### config.mk
export PLATFORM = sky130hd
export DESIGN_NAME = rlc_chain
export DESIGN_NICKNAME = d
export VERILOG_FILES = /design/src/logic/rlc_pkg.sv /design/src/logic/rlc_card_if.sv /design/src/logic/rlc_card.sv /design/src/logic/rlc_chain.sv
export VERILOG_INCLUDE_DIRS = /design/src /design/src/logic
export SDC_FILE = /design/constraint.sdc
export NUM_CORES = 1
export LEC_CHECK = 0
export ABC_AREA = 1
export ABC_CLOCK_PERIOD_IN_PS = 1300
export BUFFER_PORTS_ARGS = -buffer_cell sky130_fd_sc_hd__buf_2
export CAP_MARGIN = 5
export CORE_MARGIN = 2
export CORE_UTILIZATION = 58
export CTS_CLUSTER_SIZE = 28
export DETAILED_ROUTE_END_ITERATION = 8
export PLACE_DENSITY = 0.76
export SLEW_MARGIN = 20
export SYNTH_ARGS = -nofsm -noshare
export SYNTH_HDL_FRONTEND = slang
export SYNTH_SLANG_ARGS = --single-unit
### constraint.sdc
create_clock -name mclk_in -period 1.3 [get_ports mclk_in]
set_input_delay 0.13 -clock mclk_in [delete_from_list [all_inputs] [get_ports mclk_in]]
set_output_delay 0.13 -clock mclk_in [all_outputs]
set_load 0.005 [all_outputs]
### src/logic/rlc_params.svh
// Purpose: Named sizes and reset values for the relay latch shift chain.
// Assumes: Included by the package and by the design modules by bare name.
// Notes: Definitions only, no logic.
`ifndef RLC_PARAMS_SVH
`define RLC_PARAMS_SVH

// Number of driver cards in the daisy chain.
`define RLC_CARDS 6
// Width of one shifted byte, and of one output latch.
`define RLC_BYTE_W 6
// Driver outputs per card.
`define RLC_DRV_W 12
// Driver outputs of the whole chain.
`define RLC_ALL_DRV_W 72
// Bytes held by the whole chain.
`define RLC_CHAIN_BYTES 12
// Cleared value of one stage or latch.
`define RLC_ZERO_BYTE 6'h00
// Cleared value of a synchroniser bit.
`define RLC_ZERO_BIT 1'h0
// Idle level of the active-low clear synchroniser.
`define RLC_ONE_BIT 1'h1
// Cleared value of the whole driver bank.
`define RLC_ZERO_DRV 72'h0

`endif

### src/logic/rlc_pkg.sv
// Purpose: Types shared by the relay latch shift chain modules.
// Assumes: Sizes come from the parameter header.
// Notes: Each module keeps its whole state in one packed struct.
`include "rlc_params.svh"

package rlc_pkg;

	typedef logic [`RLC_BYTE_W-1:0] rlc_byte_t;

	// State of one driver card: two shift stages and two output latches.
	typedef struct packed {
		rlc_byte_t first_shift_stage;
		rlc_byte_t second_shift_stage;
		rlc_byte_t first_output_latch;
		rlc_byte_t second_output_latch;
	} rlc_card_state_t;

	// State of the chain front end: synchronisers for the listener pins.
	typedef struct packed {
		rlc_byte_t data_s1;
		rlc_byte_t data_s2;
		logic shift_s1;
		logic shift_s2;
		logic shift_s3;
		logic load_s1;
		logic load_s2;
		logic load_s3;
		logic clear_n_s1;
		logic clear_n_s2;
	} rlc_front_state_t;

endpackage

### src/logic/rlc_card_if.sv
// Purpose: Carrier between the chain front end and one driver card.
// Assumes: One instance per card, all on the chain clock.
// Notes: Shift, load and clear are common to all cards; data is per card.
`timescale 1ns/1ps
`include "rlc_params.svh"

interface rlc_card_if;
	import rlc_pkg::*;
	logic shift;
	logic load;
	logic clear_n;
	rlc_byte_t din;
	rlc_byte_t dout;
	logic [`RLC_DRV_W-1:0] drive;

	modport card (input shift, input load, input clear_n, input din, output dout, output drive);
	modport chain (output shift, output load, output clear_n, output din, input dout,
		input drive);
endinterface

### src/logic/rlc_card.sv
// Purpose: One driver card: two-stage shift path and two output latches.
// Assumes: Shift, load and clear arrive as one-cycle strobes and a level on mclk_in.
// Notes: Clear wins over load and shift; load samples stages before any shift.
`timescale 1ns/1ps
`include "rlc_params.svh"

module rlc_card (
	input wire logic mclk_in,
	input wire logic arst_n_in,
	rlc_card_if.card link
);
	import rlc_pkg::*;

	rlc_card_state_t st;
	rlc_card_state_t next_st;

	// Next state: clear first, then load and shift from the present stages.
	always_comb begin
		next_st = st;
		if (!link.clear_n) begin
			next_st = '{default: `RLC_ZERO_BYTE};
		end else begin
			if (link.load) begin
				next_st.first_output_latch = st.first_shift_stage;
				next_st.second_output_latch = st.second_shift_stage;
			end
			if (link.shift) begin
				next_st.first_shift_stage = link.din;
				next_st.second_shift_stage = st.first_shift_stage;
			end
		end
	end

	always_ff @(posedge mclk_in or negedge arst_n_in) begin
		if (!arst_n_in) begin
			st <= '{default: `RLC_ZERO_BYTE};
		end else begin
			st <= next_st;
		end
	end

	// Second stage feeds the next card; latches drive the twelve transistors.
	assign link.dout = st.second_shift_stage;
	assign link.drive = {st.second_output_latch, st.first_output_latch};
endmodule

### src/logic/rlc_chain.sv
// Purpose: Six driver cards chained behind the bus listener's shift, load and clear.
// Assumes: Listener pins are asynchronous to mclk_in and each pulse spans several clocks.
// Notes: Pin edges are synchronised and turned into one-cycle strobes.
//
// Behaviour
// - Each card holds two six-bit bytes in two stages, six cards giving twelve bytes.
// - A shift moves input into stage one, stage one into stage two, stage two onward.
// - Card one shifts from the listener data; each later card from the card before.
// - After twelve shifts the first byte sits in stage two of the sixth card.
// - A load copies stage one into latch one and stage two into latch two on all cards.
// - While clear is low every stage and latch bit on every card is zero.
// - A high latch bit turns its driver on and a low bit leaves it off.
// - Latch one drives outputs one to six and latch two outputs seven to twelve.
// - Shift, load and clear go in common to every card of the chain.
// - All seventy-two relay positions can always be driven, installed or not.
`timescale 1ns/1ps
`include "rlc_params.svh"

module rlc_chain (
	input wire logic mclk_in,
	input wire logic arst_n_in,
	input wire rlc_pkg::rlc_byte_t chain_data_in,
	input wire logic chain_shift_pulse_in,
	input wire logic chain_load_pulse_in,
	input wire logic chain_clear_n_in,
	output logic [`RLC_ALL_DRV_W-1:0] relay_drive_out,
	output rlc_pkg::rlc_byte_t chain_data_out
);
	import rlc_pkg::*;

	rlc_front_state_t st;
	rlc_front_state_t next_st;
	logic shift_evt;
	logic load_evt;

	// Two-flop synchronisers; the third shift and load flops only serve edge detection.
	always_comb begin
		next_st = st;
		next_st.data_s1 = chain_data_in;
		next_st.data_s2 = st.data_s1;
		next_st.shift_s1 = chain_shift_pulse_in;
		next_st.shift_s2 = st.shift_s1;
		next_st.shift_s3 = st.shift_s2;
		next_st.load_s1 = chain_load_pulse_in;
		next_st.load_s2 = st.load_s1;
		next_st.load_s3 = st.load_s2;
		next_st.clear_n_s1 = chain_clear_n_in;
		next_st.clear_n_s2 = st.clear_n_s1;
	end

	// Clear idles high so a reset release does not look like a clear request.
	always_ff @(posedge mclk_in or negedge arst_n_in) begin
		if (!arst_n_in) begin
			st <= '{data_s1: `RLC_ZERO_BYTE, data_s2: `RLC_ZERO_BYTE,
				clear_n_s1: `RLC_ONE_BIT, clear_n_s2: `RLC_ONE_BIT,
				default: `RLC_ZERO_BIT};
		end else begin
			st <= next_st;
		end
	end

	// A long listener pulse yields exactly one strobe at its rising edge.
	assign shift_evt = st.shift_s2 && !st.shift_s3;
	assign load_evt = st.load_s2 && !st.load_s3;

	rlc_card_if card_if [`RLC_CARDS] ();

	// The cards sit in a daisy chain with common control strobes.
	genvar g;
	generate
		for (g = 0; g < `RLC_CARDS; g++) begin : gen_card
			assign card_if[g].shift = shift_evt;
			assign card_if[g].load = load_evt;
			assign card_if[g].clear_n = st.clear_n_s2;
			if (g == 0) begin : gen_head
				assign card_if[g].din = st.data_s2;
			end else begin : gen_link
				assign card_if[g].din = card_if[g-1].dout;
			end
			rlc_card u_card (
				.mclk_in(mclk_in),
				.arst_n_in(arst_n_in),
				.link(card_if[g])
			);
			// Every card drives its full twelve outputs whether relays are fitted or not.
			assign relay_drive_out[g*`RLC_DRV_W +: `RLC_DRV_W] = card_if[g].drive;
		end
	endgenerate

	// The tail of the chain is visible so a host can check what fell off the end.
	assign chain_data_out = card_if[`RLC_CARDS-1].dout;
endmodule

Word level (Yosys, flattened, before mapping)
Index checks and enable logic that the tools add are counted.

cells by class
  eq/ne operators = 2
  mux-type cells = 18
  reduce and logical (&&, ||, !) cells = 4

operator list
  kind                                                    number
  2-to-1 mux 12 bit                                       12
  2-to-1 mux 24 bit                                       6
  inequality test 2 x 1 -> 1 bit (second input constant)  2
  logical AND 1 bit                                       2
  logical NOT 1 bit                                       2

storage, ports and cells
  bits in registers = 164
  input port bits = 11
  word-level logic and storage cells = 58

Logic depth before layout (Yosys ltp)
Gate-level depths: netlist of run 1.

  depth in word-level cells = 4
  mapped depth = 7
  mapped depth without buffers = 4

By module
From an unflattened synthesis of run 1, not the netlist that was laid out.

unflattened totals
  cells, all modules = 774
  area, all modules = 7,324.5 sq um

by module, submodules not included
  module     instances  cells each  area each (sq um)  sequential area each (sq um)
  rlc_card   6          125         1,133.6            600.6
  rlc_chain  1          24          523.0              503.0

Worst setup path after synthesis of run 1
Ideal clock, no wire load.

  path kind = register to register
  start = reg st (netlist bit card_if[0].clear_n)
  end = reg gen_card[2].u_card.st (netlist bit gen_card[2].u_card.link.drive[10])
  library setup time = 0.065 ns
  arrival = 1.101 ns
  data required time = 1.235 ns
  setup slack = 0.134 ns
  cell stages (with the launch flop) = 8
  buffers on the path = 3
  clock period less this slack = 1.166 ns
  path through = dfstp_2 buf_2 buf_4 buf_4 nand2_1 inv_1 nand2_1 nand2_1

between the ends
  longest elaborated chain between the ends = 1
  elaborated cells between the ends (all ways) = 2

RTL lines
  what                                                                                  RTL line         source
  start: declaration                                                                    rlc_chain.sv:31  rlc_front_state_t st;
  start signal: assignment                                                              rlc_chain.sv:54  st <= '{data_s1: `RLC_ZERO_BYTE, data_s2: `RLC_ZERO_BYTE,
  start signal: assignment                                                              rlc_chain.sv:58  st <= next_st;
  inequality test 2 x 1 -> 1 bit (no line) / 2-to-1 mux 24 bit (equally long branches)  --
  end signal: assignment                                                                rlc_card.sv:38   st <= next_st;
  end: declaration                                                                      rlc_card.sv:14   rlc_card_state_t st;

Parallel ways exist; a longest one is shown, timed or not.
A chain may end at the register's enable or synchronous reset.

Worst setup path in the final report of run 1
  start = reg st (netlist bit card_if[0].clear_n)
  end = reg gen_card[0].u_card.st[19] (netlist name)

between the ends
  longest elaborated chain between the ends = 1
  elaborated cells between the ends (all ways) = 2

RTL lines
  what                                                                                  RTL line
  inequality test 2 x 1 -> 1 bit (no line) / 2-to-1 mux 24 bit (equally long branches)  --
  end signal: assignment                                                                rlc_card.sv:38
  end: declaration                                                                      rlc_card.sv:14

Parallel ways exist; a longest one is shown, timed or not.

==> results of run 1 <==
[sequential cells by signal, summed over array words and instances, names as in the netlist]
name	cells
gen_card.u_card.link.dout	36
card_if.din	6
card_if.clear_n	1
gen_card.u_card.link.drive	72
next_st	11
gen_card.u_card.st	36
st	2
[area by class of cell]
| cell class | instances | area, sq um | share of cell area [%] |
|---|---|---|---|
| tap | 172 | 215 | 2.43 |
| multi-input combinational | 502 | 2260 | 25.5 |
| clock inverter | 10 | 155 | 1.75 |
| clock buffer | 21 | 460 | 5.21 |
| sequential | 164 | 4110 | 46.5 |
| inverter | 70 | 273 | 3.08 |
| timing repair buffer | 143 | 1370 | 15.5 |
[cell families (layout without fill, tap and decap cells)]
family                 Yosys count  in the layout  share of synthesized area, %
and+or+nand+nor                502            502                          27.7
DFF                            164            164                          55.8
buffers and inverters          196            244                          16.5
[per-stage QoR]
| stage | setup WS [ns] | TNS [ns] |
|---|---|---|
| 2_1_floorplan | 0.134 | 0 |
| 3_3_place_gp | 0.00710 | 0 |
| 3_5_place_dp | -0.0129 | -0.0284 |
| 4_1_cts | -0.0265 | -0.0630 |
| 5_1_grt | -0.134 | -4.36 |
| 6_report | -0.0638 | -0.592 |
[cell usage after synthesis, drive strengths merged]
cell type,count
dfstp,2
inv,70
nand2,408
dfrtp,162
buf,126
nand4,13
nand3,79
nor2,2
[power breakdown]
group / switching, mW / total [mW] / internal [mW] / leakage, nW
Sequential: 0.0290 / 5.19 / 5.16 / 2.24
Clock: 1.99 / 5.28 / 3.29 / 0.299
Combinational: 0.452 / 0.759 / 0.307 / 2.76
[per-layer routing]
metal | track usage [%] | up-vias | part of all wire (%)
met5 | 0 | - | 0
met4 | 7.61 | 0 | 2.5
met3 | 5.14 | 32 | 5.9
met2 | 39.6 | 208 | 50
met1 | 35.3 | 2759 | 42
li1 | - | 2620 | -
[how the worst max path moves through the flow]
| stage | slack (ns) | end | from |
|---|---|---|---|
| 6_report | -0.06 | gen_card[0].u_card.st[19] | card_if[0].clear_n |
| 5_1_grt | -0.13 | gen_card[0].u_card.st[19] | card_if[0].clear_n |
| 4_1_cts | -0.03 | gen_card[5].u_card.link.drive[9] | card_if[0].clear_n |
| 3_5_place_dp | -0.01 | gen_card[4].u_card.st[21] | card_if[0].clear_n |
| 3_3_place_gp | 0.007 | gen_card[4].u_card.st[21] | card_if[0].clear_n |
| 2_1_floorplan | 0.13 | gen_card[2].u_card.link.drive[10] | card_if[0].clear_n |
[what timing repair did]
action                     4_1_cts  5_1_grt
setup endpoints to repair       30      136
gates resized for setup         16      131
hold endpoints to repair       171        0
gates cloned                     4       12
hold buffers                    10        0
buffers inserted                 2        4
pin swaps                        0       23
==> insert_results.sql, run 1 <==
INSERT INTO impl_metrics (metric_group, metric, value, unit) VALUES
('logic_synthesis', 'synth.avg_cell_area', '8.53', 'sq um'),
('worst_setup_path', 'worst_r2r_endpoint', 'gen_card[0].u_card.st[19]', ''),
('worst_setup_path', 'reg2reg_depth', '5', ''),
('layout', 'post_route_cells_drive_above_1_share', '32.1', '%'),
('global_route', 'first_global_vias', '4992', ''),
('routing', 'detailedRoute.firstIterationViolations', '447', ''),
('logic_synthesis', 'summed_instance_area_of_the_synthesized_netlist', '7350', 'sq um'),
('global_route', 'grt_start_max_net_pins', '55', ''),
('logic_synthesis', 'synth_sequential_area_ratio', '55.8', '%'),
('worst_hold_path', 'worst_hold_path_type', 'input pin to asynchronous set/reset pin', ''),
('placed_design', 'io_buffers', '88', ''),
('logic_synthesis', 'cell_types_occupying_the_most_area_after_synthesis', 'sky130_fd_sc_hd__dfrtp_1 (55%), sky130_fd_sc_hd__nand2_1 (21%), sky130_fd_sc_hd__buf_4 (8.7%)', ''),
('logic_synthesis', 'ys_ff_latch', '164', ''),
('global_route', 'grt_antenna_before_repair', '0', ''),
('layout', 'stdcell_count', '1082', ''),
('worst_setup_path', 'slowest_delay', '0.65', 'ns'),
('routing', 'detail_route.first_pass.iterations', '5', ''),
('worst_setup_path', 'crit_path_start_kind', 'register', ''),
('logic_synthesis', 'yosys.area.top_type', 'sky130_fd_sc_hd__dfrtp_1', ''),
('power', 'leakagePower', '5.30', 'nW'),
('sta', 'timing.clock.skew', '0.00872', 'ns'),
('clock_network', 'clock-sinks', '164', ''),
('outcome', 'failed_checks', 'setup timing', ''),
('clock_network', 'cts_tree', 'built', ''),
('clock_network', 'cts.clk_slew.worst_paths', '0.06', 'ns'),
('placed_design', 'gpl.final_weighted_congestion', '0.778', ''),
('clock_network', 'cts_inserted_buffers', '17', ''),
('sta', 'finalSetupViolations', '35', ''),
('worst_setup_path', 'required', '1.67', 'ns'),
('sta', 'timing.slew.headroom', '77.5', '%'),
('routing', 'post-route-drc-count', '0', ''),
('sta', 'period_share', '105', '%'),
('logic_synthesis', 'area_share_of_the_largest_cell_type_after_synthesis', '55.1', '%'),
('worst_setup_path', 'worstSetupPathType', 'register to register', ''),
('die', 'coreArea', '12500', 'sq um'),
('worst_setup_path', 'crit_arrival', '1.73', 'ns'),
('sta', 'fin_worst_hold_slack', '0.159', 'ns'),
('die', 'die_y', '117', 'microns'),
('placed_design', 'dpl.cell_count', '1019', ''),
('layout', 'mostFrequentLayoutCells', 'sky130_fd_sc_hd__nand2_1 (364), sky130_fd_sc_hd__dfrtp_1 (162), sky130_fd_sc_hd__buf_2 (87)', ''),
('layout', 'final_design_area_no_fill', '8840', 'sq um'),
('worst_setup_path', 'regToRegSetupSlack', '-0.06', 'ns'),
('sta', 'grt_setup_unrepaired', 'true', ''),
('die', 'initial_standard_cell_utilization_of_the_core', '58.8', '%'),
('layout', 'count_of_antenna_diodes_in_the_layout', '0', ''),
('clock_network', 'ctsLongestPathBuffers', '2', ''),
('routing', 'ratio_of_routed_vias_to_standard_cells', '5.19', ''),
('outcome', 'outcome', 'finished with violations', ''),
('layout', 'finish.utilization', '70.7', '%'),
('worst_setup_path', 'worstPathBufferInverterCount', '3', ''),
('layout', 'nets', '909', ''),
('worst_setup_path', 'critical_path.slowest_cell', 'sky130_fd_sc_hd__dfstp_4', ''),
('die', 'floorplan.die.width', '117', 'microns'),
('power', 'vdd.ir_drop.worst', '0.00101', 'V'),
('worst_setup_path', 'critical_path_depth', '5', ''),
('routing', 'num_vias', '5619', ''),
('run', 'cap_viol_max_count', '0', ''),
('worst_setup_path', 'timing.rr.start', 'card_if[0].clear_n', ''),
('layout', 'filler_cell_count', '901', ''),
('layout', 'syn2layout_area_growth', '20.2', '%'),
('sta', 'report.final.hold_viol_count', '0', ''),
('die', 'io-pin-count', '89', ''),
('logic_synthesis', 'synthesis.yosys.warnings', '0', ''),
('sta', 'worstMarginPinSlew', '0.337', 'ns'),
('global_route', 'grt_overflow', '0', ''),
('worst_setup_path', 'worstSetupEndpointType', 'register', ''),
('routing', 'drt-wirelength-per-cell', '16.4', 'microns'),
('logic_synthesis', 'post_synth_num_cell_types', '12', ''),
('sta', 'setup_slack', '-0.0638', 'ns'),
('clock_network', 'clock_tree.root_cell', 'sky130_fd_sc_hd__clkbuf_16', ''),
('routing', 'route.antenna.remaining_nets', '0', '');
Note: power is estimated with default switching activity, not from simulation.
==> inputs of run 2 (changes only) <==
--- a/config.mk
+++ b/config.mk
@@ -14,6 +14,7 @@
 export CORE_UTILIZATION = 58
 export CTS_CLUSTER_SIZE = 28
 export DETAILED_ROUTE_END_ITERATION = 8
+export GPL_TIMING_DRIVEN = 0
 export PLACE_DENSITY = 0.76
 export SLEW_MARGIN = 20
 export SYNTH_ARGS = -nofsm -noshare
==> insert_results.sql, run 2 (synthesis gave the netlist of run 1 again) <==
INSERT INTO impl_metrics (metric_group, metric, value, unit) VALUES
('outcome', 'outcome', 'complete, no violations', ''),
('die', 'die_area', '13600', 'sq um'),
('sta', 'worstMarginPinSlew', '0.619', 'ns'),
('worst_setup_path', 'regToRegSetupSlack', '0.02', 'ns'),
('placed_design', 'io_buffers', '88', ''),
('worst_setup_path', 'crit_arrival', '1.64', 'ns'),
('placed_design', 'dpl.cell_count', '1123', ''),
('sta', 'finalSetupViolations', '0', ''),
('routing', 'detailedRoute.firstIterationViolations', '398', ''),
('global_route', 'grt_start_max_net_pins', '85', ''),
('global_route', 'grt_overflow', '0', ''),
('sta', 'timing.fmax', '0.782', 'GHz'),
('clock_network', 'htree_num_levels', '4', ''),
('clock_network', 'worstSkewPairLatency', '0.43', 'ns'),
('clock_network', 'clock-sinks', '164', ''),
('die', 'die_y', '117', 'microns'),
('die', 'rows', '41', ''),
('sta', 'timing.slew.headroom', '58.7', '%'),
('routing', 'num_vias', '5681', ''),
('sta', 'timing.clock.skew', '0.00690', 'ns'),
('placed_design', 'dp_worst_setup_slack', '-0.160', 'ns'),
('placed_design', 'gpl.final_weighted_congestion', '0.831', ''),
('sta', 'finalCriticalPeriod', '1.28', 'ns'),
('layout', 'post_route_cells_drive_above_1_share', '28.8', '%'),
('power', 'post-layout-total-power', '11.5', 'mW'),
('die', 'floorplan.die.width', '117', 'microns'),
('sta', 'period_share', '98.4', '%'),
('worst_setup_path', 'reg2reg_depth', '6', ''),
('worst_setup_path', 'timing.rr.start', 'card_if[0].clear_n', ''),
('clock_network', 'clock_tree.root_cell', 'sky130_fd_sc_hd__clkbuf_16', ''),
('sta', 'drv_slew', '0', ''),
('clock_network', 'ctsLongestPathBuffers', '2', ''),
('sta', 'grt_setup_unrepaired', 'true', ''),
('sta', 'fin_worst_hold_slack', '0.259', 'ns'),
('worst_setup_path', 'timing.critical_path.fanout_max', '10', ''),
('routing', 'route.antenna.remaining_nets', '0', ''),
('worst_setup_path', 'worstSetupEndpointType', 'register', ''),
('layout', 'largest_reg_flops', '72', ''),
('layout', 'nets', '992', ''),
('routing', 'ratio_of_routed_vias_to_standard_cells', '4.87', ''),
('global_route', 'total_global_routing_track_utilization', '24.7', '%'),
('power', 'cellPowerDensity', '1290', 'nW/um^2'),
('worst_setup_path', 'crit_path_start_kind', 'register', ''),
('worst_setup_path', 'required', '1.66', 'ns'),
('layout', 'finish.utilization', '71.6', '%'),
('power', 'leakagePower', '5.65', 'nW'),
('worst_setup_path', 'worst_r2r_endpoint', 'gen_card[4].u_card.link.dout[1]', ''),
('global_route', 'grt_pass1_wl', '25200', 'microns'),
('layout', 'stdcell_count', '1166', ''),
('clock_network', 'cts_inserted_buffers', '17', ''),
('layout', 'count_of_antenna_diodes_in_the_layout', '0', ''),
('routing', 'post-route-drc-count', '0', ''),
('run', 'cap_viol_max_count', '0', ''),
('placed_design', 'dpl.hpwl', '10600', 'microns'),
('layout', 'mostFrequentLayoutCell', 'sky130_fd_sc_hd__nand2_1', ''),
('sta', 'setup_slack', '0.0211', 'ns'),
('layout', 'mostFrequentLayoutCells', 'sky130_fd_sc_hd__nand2_1 (402), sky130_fd_sc_hd__dfrtp_1 (162), sky130_fd_sc_hd__buf_2 (98)', ''),
('sta', 'report.final.hold_viol_count', '0', ''),
('clock_network', 'cts.clk_slew.worst_paths', '0.06', 'ns'),
('die', 'io-pin-count', '89', ''),
('worst_setup_path', 'worstSetupPathType', 'register to register', ''),
('die', 'initial_standard_cell_utilization_of_the_core', '58.8', '%'),
('power', 'vdd.ir_drop.worst', '0.00104', 'V'),
('global_route', 'grt_antenna_before_repair', '0', ''),
('routing', 'drt-wirelength-per-cell', '13.9', 'microns'),
('die', 'coreArea', '12500', 'sq um'),
('routing', 'detail_route.first_pass.iterations', '5', ''),
('routing', 'wl', '16200', 'microns'),
('layout', 'syn2layout_area_growth', '21.8', '%'),
('clock_network', 'cts_tree', 'built', ''),
('worst_hold_path', 'worst_hold_path_type', 'input pin to asynchronous set/reset pin', ''),
('global_route', 'first_global_vias', '5080', '');
[run 2: cell count changes in the layout (fill, tap and decap cells not counted), moves of 11 or more]
| cell | change |
|---|---|
| sky130_fd_sc_hd__inv_2 | -34 |
| sky130_fd_sc_hd__inv_1 | +38 |
| sky130_fd_sc_hd__buf_6 | +16 |
| sky130_fd_sc_hd__nand2_1 | +38 |
| sky130_fd_sc_hd__buf_4 | +79 |
| sky130_fd_sc_hd__nand2_2 | -32 |
| sky130_fd_sc_hd__nand3_1 | +16 |
| sky130_fd_sc_hd__buf_2 | +11 |
| sky130_fd_sc_hd__buf_12 | -16 |
| sky130_fd_sc_hd__nand3_2 | -16 |
[run 2: area by class of cell]
cell class / count / area, sq um
clock inverter: 12 / 225
sequential: 164 / 4110
timing repair buffer: 101 / 614
multi-input combinational: 502 / 2050
clock buffer: 20 / 467
tap: 172 / 215
inverter: 70 / 263
fill: 958 / 3560
buffer: 125 / 1020
[run 2: where the power goes]
| part | leakage (nW) | switching (mW) | internal (mW) |
|---|---|---|---|
| combinational | 3.08 | 0.397 | 0.200 |
| clock | 0.328 | 2.01 | 3.76 |
| sequential | 2.24 | 0.0215 | 5.16 |
[run 2: through the flow]
step                TNS [ns]  cell area (sq um)
floorplan                  0               7350
global placement     -392.29               8010
detailed placement     -8.72               8050
CTS                   -0.223               8920
global route          -0.465               8960
finish                     0               8960
[run 2: worst max path at each step]
stage | from | end | slack (ns)
after CTS | card_if[0].clear_n | gen_card[4].u_card.link.dout[4] | -0.03
after detailed placement | card_if[0].clear_n | gen_card[4].u_card.link.dout[4] | -0.16
after floorplan | card_if[0].clear_n | gen_card[2].u_card.link.drive[10] | 0.13
after global placement | arst_n_in | gen_card[2].u_card.link.drive[11] | -2.37
final | card_if[0].clear_n | gen_card[4].u_card.link.dout[1] | 0.02
after global routing | card_if[0].clear_n | gen_card[5].u_card.st[21] | -0.04
[run 2: routing by layer]
layer / up-vias / global-route usage, % / share of wire [%]
met5: - / 0 / 0
met4: 0 / 7.37 / 1.4
met3: 30 / 5.71 / 5.6
met2: 180 / 39.1 / 48
met1: 2700 / 34.6 / 45
li1: 2771 / - / -
[run 2: critical path: stages (launching register included)]
cell,delay [ns]
sky130_fd_sc_hd__dfstp_2,0.60
sky130_fd_sc_hd__buf_8,0.15
sky130_fd_sc_hd__buf_8,0.15
sky130_fd_sc_hd__nand2_1,0.06
sky130_fd_sc_hd__inv_1,0.11
sky130_fd_sc_hd__nand2_1,0.07
sky130_fd_sc_hd__nand2_1,0.08
[run 2: repair_timing]
action,4_1_cts,5_1_grt
pin swaps,1,4
hold buffers,10,0
endpoints found under the setup margin,123,137
setup buffers,0,1
gates resized for setup,33,23
gates cloned,1,1
hold endpoints to repair,87,0
==> inputs of run 3 (changes only) <==
--- a/config.mk
+++ b/config.mk
@@ -11,11 +11,12 @@
 export BUFFER_PORTS_ARGS = -buffer_cell sky130_fd_sc_hd__buf_2
 export CAP_MARGIN = 5
 export CORE_MARGIN = 2
-export CORE_UTILIZATION = 58
+export CORE_UTILIZATION = 60
+export CTS_BUF_LIST = sky130_fd_sc_hd__clkbuf_4 sky130_fd_sc_hd__clkbuf_8
 export CTS_CLUSTER_SIZE = 28
 export DETAILED_ROUTE_END_ITERATION = 8
 export GPL_TIMING_DRIVEN = 0
-export PLACE_DENSITY = 0.76
+export PLACE_DENSITY = 0.78
 export SLEW_MARGIN = 20
 export SYNTH_ARGS = -nofsm -noshare
 export SYNTH_HDL_FRONTEND = slang
==> insert_results.sql, run 3 (synthesis gave the netlist of run 1 again) <==
INSERT INTO impl_metrics (metric_group, metric, value, unit) VALUES
('worst_setup_path', 'worstSetupPathType', 'register to register', ''),
('global_route', 'grt_pass1_wl', '25700', 'microns'),
('worst_hold_path', 'worst_hold_path_type', 'input pin to asynchronous set/reset pin', ''),
('layout', 'mostFrequentLayoutCell', 'sky130_fd_sc_hd__nand2_1', ''),
('global_route', 'total_global_routing_track_utilization', '25.4', '%'),
('clock_network', 'cts.clk_slew.worst_paths', '0.09', 'ns'),
('sta', 'worstMarginPinSlew', '0.567', 'ns'),
('layout', 'multi_input_area', '2050', 'sq um'),
('routing', 'wl', '16100', 'microns'),
('sta', 'timing.slew.headroom', '62.2', '%'),
('layout', 'post_route_cells_drive_above_1_share', '29.5', '%'),
('run', 'cap_viol_max_count', '0', ''),
('sta', 'grt_setup_unrepaired', 'true', ''),
('clock_network', 'cts_tree', 'built', ''),
('sta', 'timing.clock.skew', '0.0123', 'ns'),
('routing', 'post-route-drc-count', '0', ''),
('outcome', 'failed_checks', 'setup timing', ''),
('layout', 'largest_reg_flops', '72', ''),
('power', 'vdd.ir_drop.worst', '0.000589', 'V'),
('worst_setup_path', 'crit_arrival', '1.72', 'ns'),
('global_route', 'grt_overflow', '0', ''),
('sta', 'report.final.hold_viol_count', '0', ''),
('layout', 'mostFrequentLayoutCells', 'sky130_fd_sc_hd__nand2_1 (401), sky130_fd_sc_hd__dfrtp_1 (161), sky130_fd_sc_hd__buf_2 (94)', ''),
('routing', 'detail_route.first_pass.iterations', '5', ''),
('routing', 'num_vias', '5717', ''),
('worst_setup_path', 'worstSetupEndpointType', 'register', ''),
('die', 'coreArea', '12000', 'sq um'),
('clock_network', 'worstSkewPairLatency', '0.46', 'ns'),
('layout', 'nets', '992', ''),
('global_route', 'first_global_vias', '5324', ''),
('global_route', 'grt_start_max_net_pins', '91', ''),
('outcome', 'outcome', 'finished with violations', ''),
('sta', 'finalSetupViolations', '15', ''),
('sta', 'finalCriticalPeriod', '1.32', 'ns'),
('power', 'cellPowerDensity', '1080', 'nW/um^2'),
('sta', 'drv_slew', '0', ''),
('die', 'floorplan.die.width', '115', 'microns'),
('global_route', 'grt_antenna_before_repair', '0', ''),
('sta', 'period_share', '102', '%'),
('die', 'io-pin-count', '89', ''),
('placed_design', 'dp_worst_setup_slack', '-0.134', 'ns'),
('clock_network', 'ctsLongestPathBuffers', '2', ''),
('layout', 'filler_cell_count', '942', ''),
('worst_setup_path', 'required', '1.70', 'ns'),
('routing', 'detailedRoute.firstIterationViolations', '498', ''),
('sta', 'timing.fmax', '0.756', 'GHz'),
('die', 'initial_standard_cell_utilization_of_the_core', '61.2', '%'),
('die', 'rows', '40', ''),
('clock_network', 'clock-sinks', '164', ''),
('placed_design', 'gpl.final_weighted_congestion', '0.828', ''),
('layout', 'stdcell_count', '1141', ''),
('sta', 'setup_slack', '-0.0219', 'ns'),
('layout', 'count_of_antenna_diodes_in_the_layout', '0', ''),
('layout', 'syn2layout_area_growth', '18.1', '%'),
('power', 'leakagePower', '5.51', 'nW'),
('routing', 'ratio_of_routed_vias_to_standard_cells', '5.01', ''),
('die', 'die_area', '13200', 'sq um'),
('placed_design', 'dpl.hpwl', '10800', 'microns'),
('worst_setup_path', 'crit_path_start_kind', 'register', ''),
('placed_design', 'dpl.cell_count', '1098', ''),
('die', 'die_y', '115', 'microns'),
('clock_network', 'cts_inserted_buffers', '17', ''),
('routing', 'route.antenna.remaining_nets', '0', ''),
('clock_network', 'htree_num_levels', '4', ''),
('worst_setup_path', 'timing.critical_path.fanout_max', '6', ''),
('clock_network', 'clock_tree.root_cell', 'sky130_fd_sc_hd__clkbuf_8', ''),
('placed_design', 'io_buffers', '88', ''),
('layout', 'seqCellArea', '4110', 'sq um'),
('routing', 'drt-wirelength-per-cell', '14.1', 'microns');
## run 3: cell count changes in the layout (fill, tap and decap cells not counted), sizes merged
cell      previous run  this run
clkbuf              23        21
bufinv               6         1
clkinvlp             3         2
buf                213       212
inv                 70        75
clkinv               3         7
## run 3: worst paths after layout
check	slack, ns	depth (start not counted)	start	to
setup reg to reg	-0.02	5	card_if[0].clear_n	gen_card[0].u_card.st[21]
min in group mclk_in	0.30	2	chain_load_pulse_in	next_st[3]
setup / recovery	-0.02	5	card_if[0].clear_n	gen_card[0].u_card.st[21]
hold reg to reg	0.35	0	next_st[10]	card_if[0].din[2]
hold / removal	0.21	2	arst_n_in	gen_card[3].u_card.link.drive[7]
max in group asynchronous	0.25	3	arst_n_in	gen_card[5].u_card.link.dout[1]
## run 3: worst max-delay path: stages (launching register included)
cell and delay [ns]:
sky130_fd_sc_hd__dfstp_2 0.64, sky130_fd_sc_hd__buf_12 0.13, sky130_fd_sc_hd__buf_16 0.13, sky130_fd_sc_hd__clkbuf_16 0.14
sky130_fd_sc_hd__nand4_1 0.12, sky130_fd_sc_hd__nand2_1 0.10
## run 3: layout make-up
class,instances,share of cell area (%)
Sequential cell,164,47.3
Multi-Input combinational cell,502,23.6
Buffer,124,11.8
Timing Repair Buffer,102,7.71
Inverter,70,3.02
Clock buffer,17,2.69
Tap cell,147,2.12
Clock inverter,15,1.71
## run 3: routing by layer
layer  share of wire (%)  GRT usage, %  up-vias  routed length [microns]
met3                 6.3          5.82       26                     1020
met2                  48          40.7      191                     7760
li1                    -             -     2774                        -
met1                  44          34.9     2726                     7020
met5                   0             0        -                        0
met4                 1.8          8.11        0                      282
## run 3: through the flow
step,setup TNS [ns],power (mW),hold WS [ns],util [%],area [sq um]
after floorplan,0,5.56,-0.166,-,7350
after global placement,-385.27,5.78,0.237,66.4,7980
after detailed placement,-9.08,5.80,0.137,66.7,8020
after CTS,-0.335,9.35,0.229,71.3,8570
after global routing,-5.89,9.64,0.253,72.3,8690
final,-0.153,9.35,0.209,72.3,8690
## run 3: what timing repair did
item | CTS | global route
hold buffers | 10 | 0
endpoints found under the hold margin | 82 | 0
endpoints found under the setup margin | 127 | 131
pin swaps | 3 | 8
setup buffers | 0 | 1
cloned | 1 | 1
gates resized for setup | 21 | 48
## run 3: power by group
group	total [mW]	internal, mW	switching (mW)
Clock	3.57	1.56	2.01
Combinational	0.611	0.214	0.397
Sequential	5.17	5.15	0.0222
